File: src/pwc_defs.vh
// constants for the pulse width capture timer: register offsets, fields, modes
// assumes a 32-bit classic wishbone slave with word-aligned byte addresses
`ifndef PWC_DEFS_VH
`define PWC_DEFS_VH

`define PWC_ADR_CTRL     6'h00
`define PWC_ADR_OPTION   6'h04
`define PWC_ADR_EDGE     6'h08
`define PWC_ADR_OUTCTL   6'h0C
`define PWC_ADR_EXTCTL   6'h10
`define PWC_ADR_COUNT    6'h14
`define PWC_ADR_CAP0     6'h18
`define PWC_ADR_CAP1     6'h1C
`define PWC_ADR_CAP2     6'h20
`define PWC_ADR_CAP3     6'h24
`define PWC_ADR_IRQ_STAT 6'h28
`define PWC_ADR_IRQ_EN   6'h2C
`define PWC_ADR_IRQ_CLR  6'h30
`define PWC_ADR_BITCLR   6'h34

`define PWC_CTRL_CE      7
`define PWC_MODE_LO      0
`define PWC_MODE_HI      2
`define PWC_MODE_FREE    3'h5
`define PWC_MODE_PULSE   3'h6
`define PWC_OPT_OVF      0

`define PWC_EDGE_NONE    2'h0
`define PWC_EDGE_RISE    2'h1
`define PWC_EDGE_FALL    2'h2
`define PWC_EDGE_BOTH    2'h3

`define PWC_IRQ_OVF      4
`define PWC_CNT_ZERO     16'h0000
`define PWC_CNT_MAX      16'hFFFF
`define PWC_ZERO32       32'h00000000
`define PWC_BYTE_MSB     7
`define PWC_REG8_ZERO    8'h00
`define PWC_CH_ZERO      4'h0
`define PWC_IRQ_ZERO     5'h00
`define PWC_NUM_CH       4
`define PWC_EDGE_CH0     1:0
`define PWC_EDGE_CH1     3:2
`define PWC_EDGE_CH2     5:4
`define PWC_EDGE_CH3     7:6

`endif

File: src/pwc_timer.v
// pulse width capture timer: 16-bit up counter, four capture inputs, shared overflow flag
// assumes capture pins are asynchronous; count clock is a one-cycle enable from elsewhere
//
// Local design decisions: the address map and the Wishbone interface to the registers.
`include "pwc_defs.vh"

// Overview of operation
// - mode 110 counts up once enable set
// - pulse mode edge captures, clears, requests irq
// - at FFFFH wrap next tick, overflow irq
// - overflow flag set on wrap, sticky
// - bit-clear bit0=1 or option write bit0=0 clears
// - one overflow flag for all channels
// - flag only records a wrap happened
// - counter read returns live count
// - output and input control ignored, pulse mode
// - capture equals ticks since previous edge
// - mode 101 free running, no clear
// - free mode edge captures, counter continues
module pwc_timer #(
  parameter WIDTH = 16
) (
  input  wire        clk_i,
  input  wire        rst_i,
  input  wire        count_tick_i,
  input  wire [3:0]  capture_input_i,
  input  wire        wb_cyc_i,
  input  wire        wb_stb_i,
  input  wire        wb_we_i,
  input  wire [5:0]  wb_adr_i,
  input  wire [3:0]  wb_sel_i,
  input  wire [31:0] wb_dat_i,
  output reg  [31:0] wb_dat_o,
  output reg         wb_ack_o,
  output wire [3:0]  capture_irq_o,
  output wire        overflow_irq_o,
  output wire        irq_o
);

  // control registers on lane 0; ctrl, edge, outctl and extctl are one byte each
  reg [7:0]       ctrl_q;
  reg [7:0]       edge_sel_q;
  reg [7:0]       outctl_q;
  reg [7:0]       extctl_q;
  reg [4:0]       irq_en_q;
  reg [4:0]       stat_q;
  reg [4:0]       stat_d;
  reg             ovf_q;
  reg             ovf_d;

  // counter and capture registers
  reg [WIDTH-1:0] cnt_q;
  reg [WIDTH-1:0] cnt_d;
  reg [WIDTH-1:0] cap_q [0:3];

  // three flops per pin; pin_last_q keeps the previous synced level
  reg [3:0]       pin_meta_q;
  reg [3:0]       pin_sync_q;
  reg [3:0]       pin_last_q;

  // one-clock event pulses toward the interrupt controller
  reg [3:0]       cap_irq_q;
  reg             ovf_irq_q;

  integer         j;

  // edge qualifier per channel; the no-edge setting masks an unused pin
  function edge_hit;
    input [1:0] sel;
    input       now;
    input       prev;
    begin
      case (sel)
        `PWC_EDGE_RISE: edge_hit = now & ~prev;
        `PWC_EDGE_FALL: edge_hit = ~now & prev;
        `PWC_EDGE_BOTH: edge_hit = now ^ prev;
        default:        edge_hit = 1'b0;
      endcase
    end
  endfunction

  // byte address of capture register for a channel number
  function [5:0] cap_adr;
    input [1:0] ch;
    begin
      case (ch)
        2'h0:    cap_adr = `PWC_ADR_CAP0;
        2'h1:    cap_adr = `PWC_ADR_CAP1;
        2'h2:    cap_adr = `PWC_ADR_CAP2;
        default: cap_adr = `PWC_ADR_CAP3;
      endcase
    end
  endfunction

  // write strobe for one register; only the byte lane 0 select is tested, even for 16-bit capture writes
  function wr_hit;
    input       wr;
    input [5:0] adr;
    input [3:0] sel;
    input [5:0] target;
    begin
      wr_hit = wr && sel[0] && (adr == target);
    end
  endfunction

  // mode decode
  wire [2:0] mode     = ctrl_q[`PWC_MODE_HI:`PWC_MODE_LO];
  wire       enable   = ctrl_q[`PWC_CTRL_CE];
  wire       is_pulse = (mode == `PWC_MODE_PULSE);
  wire       is_free  = (mode == `PWC_MODE_FREE);
  // other mode codes belong to functions left out here, so the counter stays at zero
  wire       running  = enable && (is_pulse || is_free);

  // a request is taken on the edge where ack is still low
  wire bus_req = wb_cyc_i && wb_stb_i && !wb_ack_o;
  wire bus_wr  = bus_req && wb_we_i;
  wire bus_rd  = bus_req && !wb_we_i;

  // register write strobes
  wire wr_ctrl    = wr_hit(bus_wr, wb_adr_i, wb_sel_i, `PWC_ADR_CTRL);
  wire wr_opt     = wr_hit(bus_wr, wb_adr_i, wb_sel_i, `PWC_ADR_OPTION);
  wire wr_edge    = wr_hit(bus_wr, wb_adr_i, wb_sel_i, `PWC_ADR_EDGE);
  wire wr_outctl  = wr_hit(bus_wr, wb_adr_i, wb_sel_i, `PWC_ADR_OUTCTL);
  wire wr_extctl  = wr_hit(bus_wr, wb_adr_i, wb_sel_i, `PWC_ADR_EXTCTL);
  wire wr_irq_en  = wr_hit(bus_wr, wb_adr_i, wb_sel_i, `PWC_ADR_IRQ_EN);
  wire wr_irq_clr = wr_hit(bus_wr, wb_adr_i, wb_sel_i, `PWC_ADR_IRQ_CLR);
  wire wr_bitclr  = wr_hit(bus_wr, wb_adr_i, wb_sel_i, `PWC_ADR_BITCLR);

  // valid edges, seen only while the counter runs
  wire [3:0] edge_det;
  assign edge_det[0] = running && edge_hit(edge_sel_q[`PWC_EDGE_CH0], pin_sync_q[0], pin_last_q[0]);
  assign edge_det[1] = running && edge_hit(edge_sel_q[`PWC_EDGE_CH1], pin_sync_q[1], pin_last_q[1]);
  assign edge_det[2] = running && edge_hit(edge_sel_q[`PWC_EDGE_CH2], pin_sync_q[2], pin_last_q[2]);
  assign edge_det[3] = running && edge_hit(edge_sel_q[`PWC_EDGE_CH3], pin_sync_q[3], pin_last_q[3]);

  wire any_edge = |edge_det;
  wire at_max   = (cnt_q == `PWC_CNT_MAX);
  // a tick while the counter sits at FFFF is the wrap; its pulse follows one clock later
  wire wrap_now = running && count_tick_i && at_max;

  // synchroniser: nothing but pin_sync_q reads the first flop
  always @(posedge clk_i) begin
    if (rst_i) begin
      pin_meta_q <= `PWC_CH_ZERO;
      pin_sync_q <= `PWC_CH_ZERO;
      pin_last_q <= `PWC_CH_ZERO;
    end else begin
      pin_meta_q <= capture_input_i;
      pin_sync_q <= pin_meta_q;
      pin_last_q <= pin_sync_q;
    end
  end

  // output and external input control never reach the counter path
  always @* begin
    cnt_d = cnt_q;
    if (!running) begin
      cnt_d = `PWC_CNT_ZERO;
    end else if (is_pulse && any_edge) begin
      // a tick in the capture clock is dropped, so captures count ticks since the edge
      cnt_d = `PWC_CNT_ZERO;
    end else if (count_tick_i) begin
      cnt_d = cnt_q + 1'b1;
    end
  end

  always @(posedge clk_i) begin
    if (rst_i) begin
      cnt_q <= `PWC_CNT_ZERO;
    end else begin
      cnt_q <= cnt_d;
    end
  end

  // overflow request pulse
  always @(posedge clk_i) begin
    if (rst_i) begin
      ovf_irq_q <= 1'b0;
    end else begin
      ovf_irq_q <= wrap_now;
    end
  end

  // capture request pulses, one per channel
  always @(posedge clk_i) begin
    if (rst_i) begin
      cap_irq_q <= `PWC_CH_ZERO;
    end else begin
      cap_irq_q <= edge_det;
    end
  end

  // software may preload a capture register only while the counter is stopped
  always @(posedge clk_i) begin
    for (j = 0; j < `PWC_NUM_CH; j = j + 1) begin
      if (rst_i) begin
        cap_q[j] <= `PWC_CNT_ZERO;
      end else if (edge_det[j]) begin
        cap_q[j] <= cnt_q;
      end else if (wr_hit(bus_wr, wb_adr_i, wb_sel_i, cap_adr(j[1:0])) && !running) begin
        cap_q[j] <= wb_dat_i[WIDTH-1:0];
      end
    end
  end

  // shared sticky flag: a wrap in the clearing cycle wins
  wire ovf_clr = (wr_opt && !wb_dat_i[`PWC_OPT_OVF]) ||
                 (wr_bitclr && wb_dat_i[`PWC_OPT_OVF]);

  always @* begin
    ovf_d = ovf_q;
    if (wrap_now) begin
      ovf_d = 1'b1;
    end else if (ovf_clr) begin
      ovf_d = 1'b0;
    end
  end

  always @(posedge clk_i) begin
    if (rst_i) begin
      ovf_q <= 1'b0;
    end else begin
      ovf_q <= ovf_d;
    end
  end

  // status bits: a new event beats a clear written in the same clock
  wire [4:0] events  = {wrap_now, edge_det};
  wire [4:0] clr_msk = wr_irq_clr ? wb_dat_i[`PWC_IRQ_OVF:0] : `PWC_IRQ_ZERO;

  always @* begin
    stat_d = events | (stat_q & ~clr_msk);
  end

  always @(posedge clk_i) begin
    if (rst_i) begin
      stat_q <= `PWC_IRQ_ZERO;
    end else begin
      stat_q <= stat_d;
    end
  end

  always @(posedge clk_i) begin
    if (rst_i) begin
      ctrl_q <= `PWC_REG8_ZERO;
    end else if (wr_ctrl) begin
      ctrl_q <= wb_dat_i[`PWC_BYTE_MSB:0];
    end
  end

  // unused channels are expected to be set to no edge by software
  always @(posedge clk_i) begin
    if (rst_i) begin
      edge_sel_q <= `PWC_REG8_ZERO;
    end else if (wr_edge) begin
      edge_sel_q <= wb_dat_i[`PWC_BYTE_MSB:0];
    end
  end

  // stored for software only; capture modes drive no output pins
  always @(posedge clk_i) begin
    if (rst_i) begin
      outctl_q <= `PWC_REG8_ZERO;
    end else if (wr_outctl) begin
      outctl_q <= wb_dat_i[`PWC_BYTE_MSB:0];
    end
  end

  always @(posedge clk_i) begin
    if (rst_i) begin
      extctl_q <= `PWC_REG8_ZERO;
    end else if (wr_extctl) begin
      extctl_q <= wb_dat_i[`PWC_BYTE_MSB:0];
    end
  end

  always @(posedge clk_i) begin
    if (rst_i) begin
      irq_en_q <= `PWC_IRQ_ZERO;
    end else if (wr_irq_en) begin
      irq_en_q <= wb_dat_i[`PWC_IRQ_OVF:0];
    end
  end

  // read multiplexer; write-only and unmapped addresses read as zero
  reg [31:0] rd_mux;
  always @* begin
    rd_mux = `PWC_ZERO32;
    case (wb_adr_i)
      `PWC_ADR_CTRL:     rd_mux[`PWC_BYTE_MSB:0] = ctrl_q;
      `PWC_ADR_OPTION:   rd_mux[`PWC_OPT_OVF] = ovf_q;
      `PWC_ADR_EDGE:     rd_mux[`PWC_BYTE_MSB:0] = edge_sel_q;
      `PWC_ADR_OUTCTL:   rd_mux[`PWC_BYTE_MSB:0] = outctl_q;
      `PWC_ADR_EXTCTL:   rd_mux[`PWC_BYTE_MSB:0] = extctl_q;
      `PWC_ADR_COUNT:    rd_mux[WIDTH-1:0] = cnt_q;
      `PWC_ADR_CAP0:     rd_mux[WIDTH-1:0] = cap_q[0];
      `PWC_ADR_CAP1:     rd_mux[WIDTH-1:0] = cap_q[1];
      `PWC_ADR_CAP2:     rd_mux[WIDTH-1:0] = cap_q[2];
      `PWC_ADR_CAP3:     rd_mux[WIDTH-1:0] = cap_q[3];
      `PWC_ADR_IRQ_STAT: rd_mux[`PWC_IRQ_OVF:0] = stat_q;
      `PWC_ADR_IRQ_EN:   rd_mux[`PWC_IRQ_OVF:0] = irq_en_q;
      default:           rd_mux = `PWC_ZERO32;
    endcase
  end

  // single-wait-state slave: every address acks, one clock after the request is taken
  always @(posedge clk_i) begin
    if (rst_i) begin
      wb_ack_o <= 1'b0;
    end else begin
      wb_ack_o <= bus_req;
    end
  end

  // read data stands with ack only, zero otherwise, so stale values never leak
  always @(posedge clk_i) begin
    if (rst_i) begin
      wb_dat_o <= `PWC_ZERO32;
    end else begin
      wb_dat_o <= bus_rd ? rd_mux : `PWC_ZERO32;
    end
  end

  // one level line for all enabled status bits together
  wire [4:0] irq_pend = stat_q & irq_en_q;

  assign capture_irq_o  = cap_irq_q;
  assign overflow_irq_o = ovf_irq_q;
  assign irq_o          = |irq_pend;

endmodule // pwc_timer

File: config.mk
export PLATFORM = sky130hd
export DESIGN_NAME = pwc_timer
export DESIGN_NICKNAME = d
export VERILOG_FILES = /design/src/pwc_timer.v
export VERILOG_INCLUDE_DIRS = /design/src
export SDC_FILE = /design/constraint.sdc
export NUM_CORES = 1
export LEC_CHECK = 0
export BUFFER_PORTS_ARGS = -buffer_cell sky130_fd_sc_hd__buf_2
export CAP_MARGIN = 20
export CORE_MARGIN = 2
export CORE_UTILIZATION = 58
export DETAILED_ROUTE_END_ITERATION = 7
export PLACE_DENSITY = 0.8
export SLEW_MARGIN = 20
export SYNTH_ARGS = -nofsm -noshare
export SYNTH_HDL_FRONTEND = slang
export SYNTH_SLANG_ARGS = --single-unit
File: constraint.sdc
create_clock -name clk_i -period 3.9 [get_ports clk_i]
set_clock_uncertainty 0.15 [all_clocks]
set_input_delay 1.17 -clock clk_i [delete_from_list [all_inputs] [get_ports clk_i]]
set_output_delay 1.17 -clock clk_i [all_outputs]
set_load 0.05 [all_outputs]
After elaboration in Yosys (flattened, before gate mapping)
Memories as Yosys holds them, arrays and structs flattened. Index checks and enable logic that the tools add are counted. Widths: inputs -> output; s select.

Register bits after elaboration: 109. Memory bits (writable): 64. Input bits: 52. Output and inout port bits: 39. Word-level logic and storage cells: 184. Memories: 1.

Memory list: cap_q (depth 4, width 16, read ports 4, clocked after memory_dff 0, write ports 4, line pwc_timer.v:54) `reg [WIDTH-1:0] cap_q [0:3];`.

$add $sub $neg: 1. Eq/ne operators: 32. Multiplexer cells: 57. Bitwise gates (word level): 34. Reductions and logical operators: 43.

Operators by type and width (count): $mux 16 (8); $mux 6 (8); $pmux 4 s11 (1); $pmux 8 s5 (1); $eq 6x6->1 const B (6); $mux 1 (32); $logic_and 1x1->1 (31); $pmux 3 s9 (1); $eq 6x5->1 const B (4); $eq 6x6->1 (4); $add 16x1->16 const B (1); $eq 16x16->1 const B (1); $eq 2x2->1 const B (8); $eq 6x4->1 const B (2); $pmux 1 s12 (1); $pmux 1 s3 (4); $and 5x5->5 (2); $not 1->1 (10); $and 1x1->1 (8); $eq 2x1->1 const B (4); $or 1x1->1 (8); $eq 3x3->1 const B (2); $eq 6x3->1 const B (1); $logic_not 6->1 (1); 11 further kinds (18).

Depth between registers and ports, before layout
Depth in word-level cells: 14. Gate-level depth with buffers: 9. Depth with buffers taken out: 7.

Least setup slack after synthesis
OpenSTA, ideal clock, no wires.

Kind: input port to flip-flop. From: in wb_adr_i[1]. To: mem cap_q[2][0] (enable). Arrival: 2.957 ns. Slack: 0.421 ns. Cell stages on the path: 7. Path through: or4b_1 -> buf_2 -> nor3_4 -> nor4b_4 -> buf_6 -> a21oi_1 -> nand2_1.

RTL lines: from (decl) (line pwc_timer.v:30) `input wire [5:0] wb_adr_i,`; to (decl) (line pwc_timer.v:54).

==> flow_summary.json <==
{
  "rows": 41,
  "synth_flop_cell": "dfxtp_1",
  "layout_common_cells": "dfxtp_1 (93), a22o_1 (69), edfxtp_1 (64)",
  "drive_above_1_share_pct": 19.30,
  "viasPerCell": 6.297,
  "relSlewSlack_pct": 41.78,
  "comb_power_share_pct": 5.1,
  "crit_arrival_ns": 3.04,
  "drtAntennaViolNets": 0,
  "worst_pin_slew_ns": 0.8667,
  "cts_resized": 0,
  "antenna_found_initial": 0,
  "dr.pass1.iters": 5,
  "overflow": 0,
  "grt_usage_pct": 28.91,
  "fin_area_mm2": 0.008247,
  "seq_area_frac_synth_pct": 51.69,
  "tritoncts": "yes",
  "placed_area_mm2": 0.007676,
  "synth_cell_type_count": 53,
  "synth-edff-count": 64,
  "fin_tns_setup_ns": 0,
  "crit_fanout": 13,
  "syn2layout_area_growth_pct": 12.67,
  "fin_crit_sh_pct": 78.22,
  "die_h_um": 116.3,
  "critPathLaunchType": "input pin",
  "clock_path_buffers": 2,
  "fp.dieW_um": 116.3,
  "grt_max_degree": 40,
  "grt_pass1_vias": 5231,
  "port_buffers": 55,
  "hold_viol_final": 0,
  "rsz0062_at_grt": "false",
  "ys_ff_latch": 157,
  "numCtsBuffers": 17,
  "ctsHoldBuffers": 0,
  "worstSetupPathType": "in -> reg",
  "insertion_delay_ns": 0.43,
  "peakVddDrop_v": 0.0002949,
  "leakage_nw": 2.915,
  "drc": 0,
  "dieArea_mm2": 0.01354,
  "cts_setup_buffers": 0,
  "cp.required_ns": 3.89,
  "yosysWarnings": 0,
  "grt_first_pass_wirelength_mm": 28.70,
  "syn_inst": 667,
  "gp_congestion": 1.004,
  "hpwl_mm": 12.45,
  "async_flop_share_pct": 0,
  "drv_slew": 0,
  "status": "finished, final reports clean",
  "cts_sinks": 157,
  "finalCriticalPeriod_ns": 3.050,
  "reg2reg_slack_ns": 1.34,
  "routedWlPerCell_um": 21.33,
  "clkPwrFrac_pct": 45.4,
  "pwr-share-seq_pct": 49.5,
  "fmax_ghz": 0.3278,
  "powerDensity_mw_per_mm2": 427.8,
  "clkTransAtPathRegs_ns": 0.06,
  "netSwitchingFraction_pct": 23.02,
  "start_util_pct": 58.72,
  "pin_count": 91,
  "hold_class": "reg -> reg",
  "setup_viol": 0,
  "syn_area_mm2": 0.007320,
  "endpoint_kind": "flop",
  "drt_wl_total_mm": 18.92,
  "power.internal_mw": 2.716,
  "syn_area_per_cell_um2": 10.97,
  "drv_cap": 0,
  "timing.hold.ws_ns": 0.2865,
  "core_area_mm2": 0.01247,
  "vias": 5585,
  "layout_commonest_cell": "dfxtp_1",
  "initialDrtViolationCount": 743,
  "clockRootBuffer": "clkbuf_16",
  "nets": 763,
  "n_antenna_cell": 0,
  "cts_max_level": 4,
  "switchingPower_uw": 812.3
}
==> power groups by stage <==
| stage | logic, mW | registers (mW) | clock network (mW) |
|---|---|---|---|
| global route | 0.190 | 1.75 | 1.68 |
| floorplan | 0.130 | 1.78 | 0 |
| CTS | 0.176 | 1.75 | 1.61 |
| global placement | 0.171 | 1.78 | 0 |
| detailed placement | 0.175 | 1.78 | 0 |
| finish | 0.180 | 1.75 | 1.60 |
==> routing by layer <==
| metal | GRT usage (%) | share of wire, % | vias to the layer above |
|---|---|---|---|
| met4 | 14.76 | 3.9 | 0 |
| met3 | 6.383 | 9.7 | 62 |
| met1 | 38.01 | 39 | 2682 |
| li1 | - | - | 2496 |
| met5 | 0 | 0 | - |
| met2 | 45.27 | 47 | 345 |
==> cell families after synthesis <==
logic type / share of synthesized area, %
AO/OA/AOI/OAI: 15.68
AND/OR/NAND/NOR: 14.14
multiplexers: 8.581
XOR/XNOR: 1.915
flip-flops: 51.69
other: 0.05123
adder cells (fa/ha/maj): 1.538
buffers and inverters: 6.410
==> Yosys cell counts, types with 7 or more instances <==
cell	n	area, um2
a21oi_1	7	35.03
a22o_1	69	604.3
a22oi_1	20	150.1
a31oi_1	13	81.33
buf_1	9	33.78
buf_2	15	75.07
buf_4	21	157.7
clkbuf_1	37	138.9
dfxtp_1	93	1862
edfxtp_1	64	1922
ha_1	9	112.6
inv_1	11	41.29
mux2i_1	47	470.5
nand2_1	36	135.1
nand3_1	9	45.04
nor2_1	56	210.2
nor2b_1	23	143.9
nor3_1	21	105.1
o21ai_0	9	45.04
xnor2_1	8	70.07
xor2_1	8	70.07
==> metrics by stage <==
stage	power, mW	instances	setup WS [ns]	util (%)
global placement	1.951	855	0.5062	61.58
finish	3.528	887	0.8495	66.15
global route	3.619	887	0.7527	66.15
detailed placement	1.957	855	0.4492	61.58
floorplan	1.909	682	0.4210	-
CTS	3.532	887	0.9100	66.15
==> registers in the layout, summed over array words and instances, names as in the netlist <==
name / flops
cap_q: 64
capture_irq_o: 4
cnt_q: 16
ctrl_q: 8
edge_sel_q: 8
extctl_q: 8
irq_en_q: 5
outctl_q: 8
overflow_irq_o: 1
ovf_q: 1
pin_last_q: 4
pin_meta_q: 4
pin_sync_q: 4
stat_q: 5
wb_ack_o: 1
wb_dat_o: 16
==> final timing paths <==
kind	from	cells past startpoint	end
max	wb_adr_i[5]	7	cap_q[2][1]
min	pin_meta_q[0]	1	pin_sync_q[0]
max reg2reg	ctrl_q[0]	7	cap_q[1][9]
min reg2reg	pin_meta_q[0]	1	pin_sync_q[0]
==> layout make-up <==
class / count / area, um2
clock buffers: 17 / 425.4
clock inverters: 15 / 145.1
fillers: 973 / 4219
inverters: 11 / 41.29
multi-input cells: 430 / 3123
flip-flops and latches: 157 / 3784
well taps: 172 / 215.2
repair buffers: 85 / 513.0
==> worst max-delay path, cell delays in order <==
cell	delay [ns]
buf_2	0.21
or4b_1	0.68
nor3_4	0.21
nor4b_4	0.25
a21oi_1	0.06
nand2_1	0.23
buf_12	0.20
No activity file was read; power rests on OpenSTA's default activity.
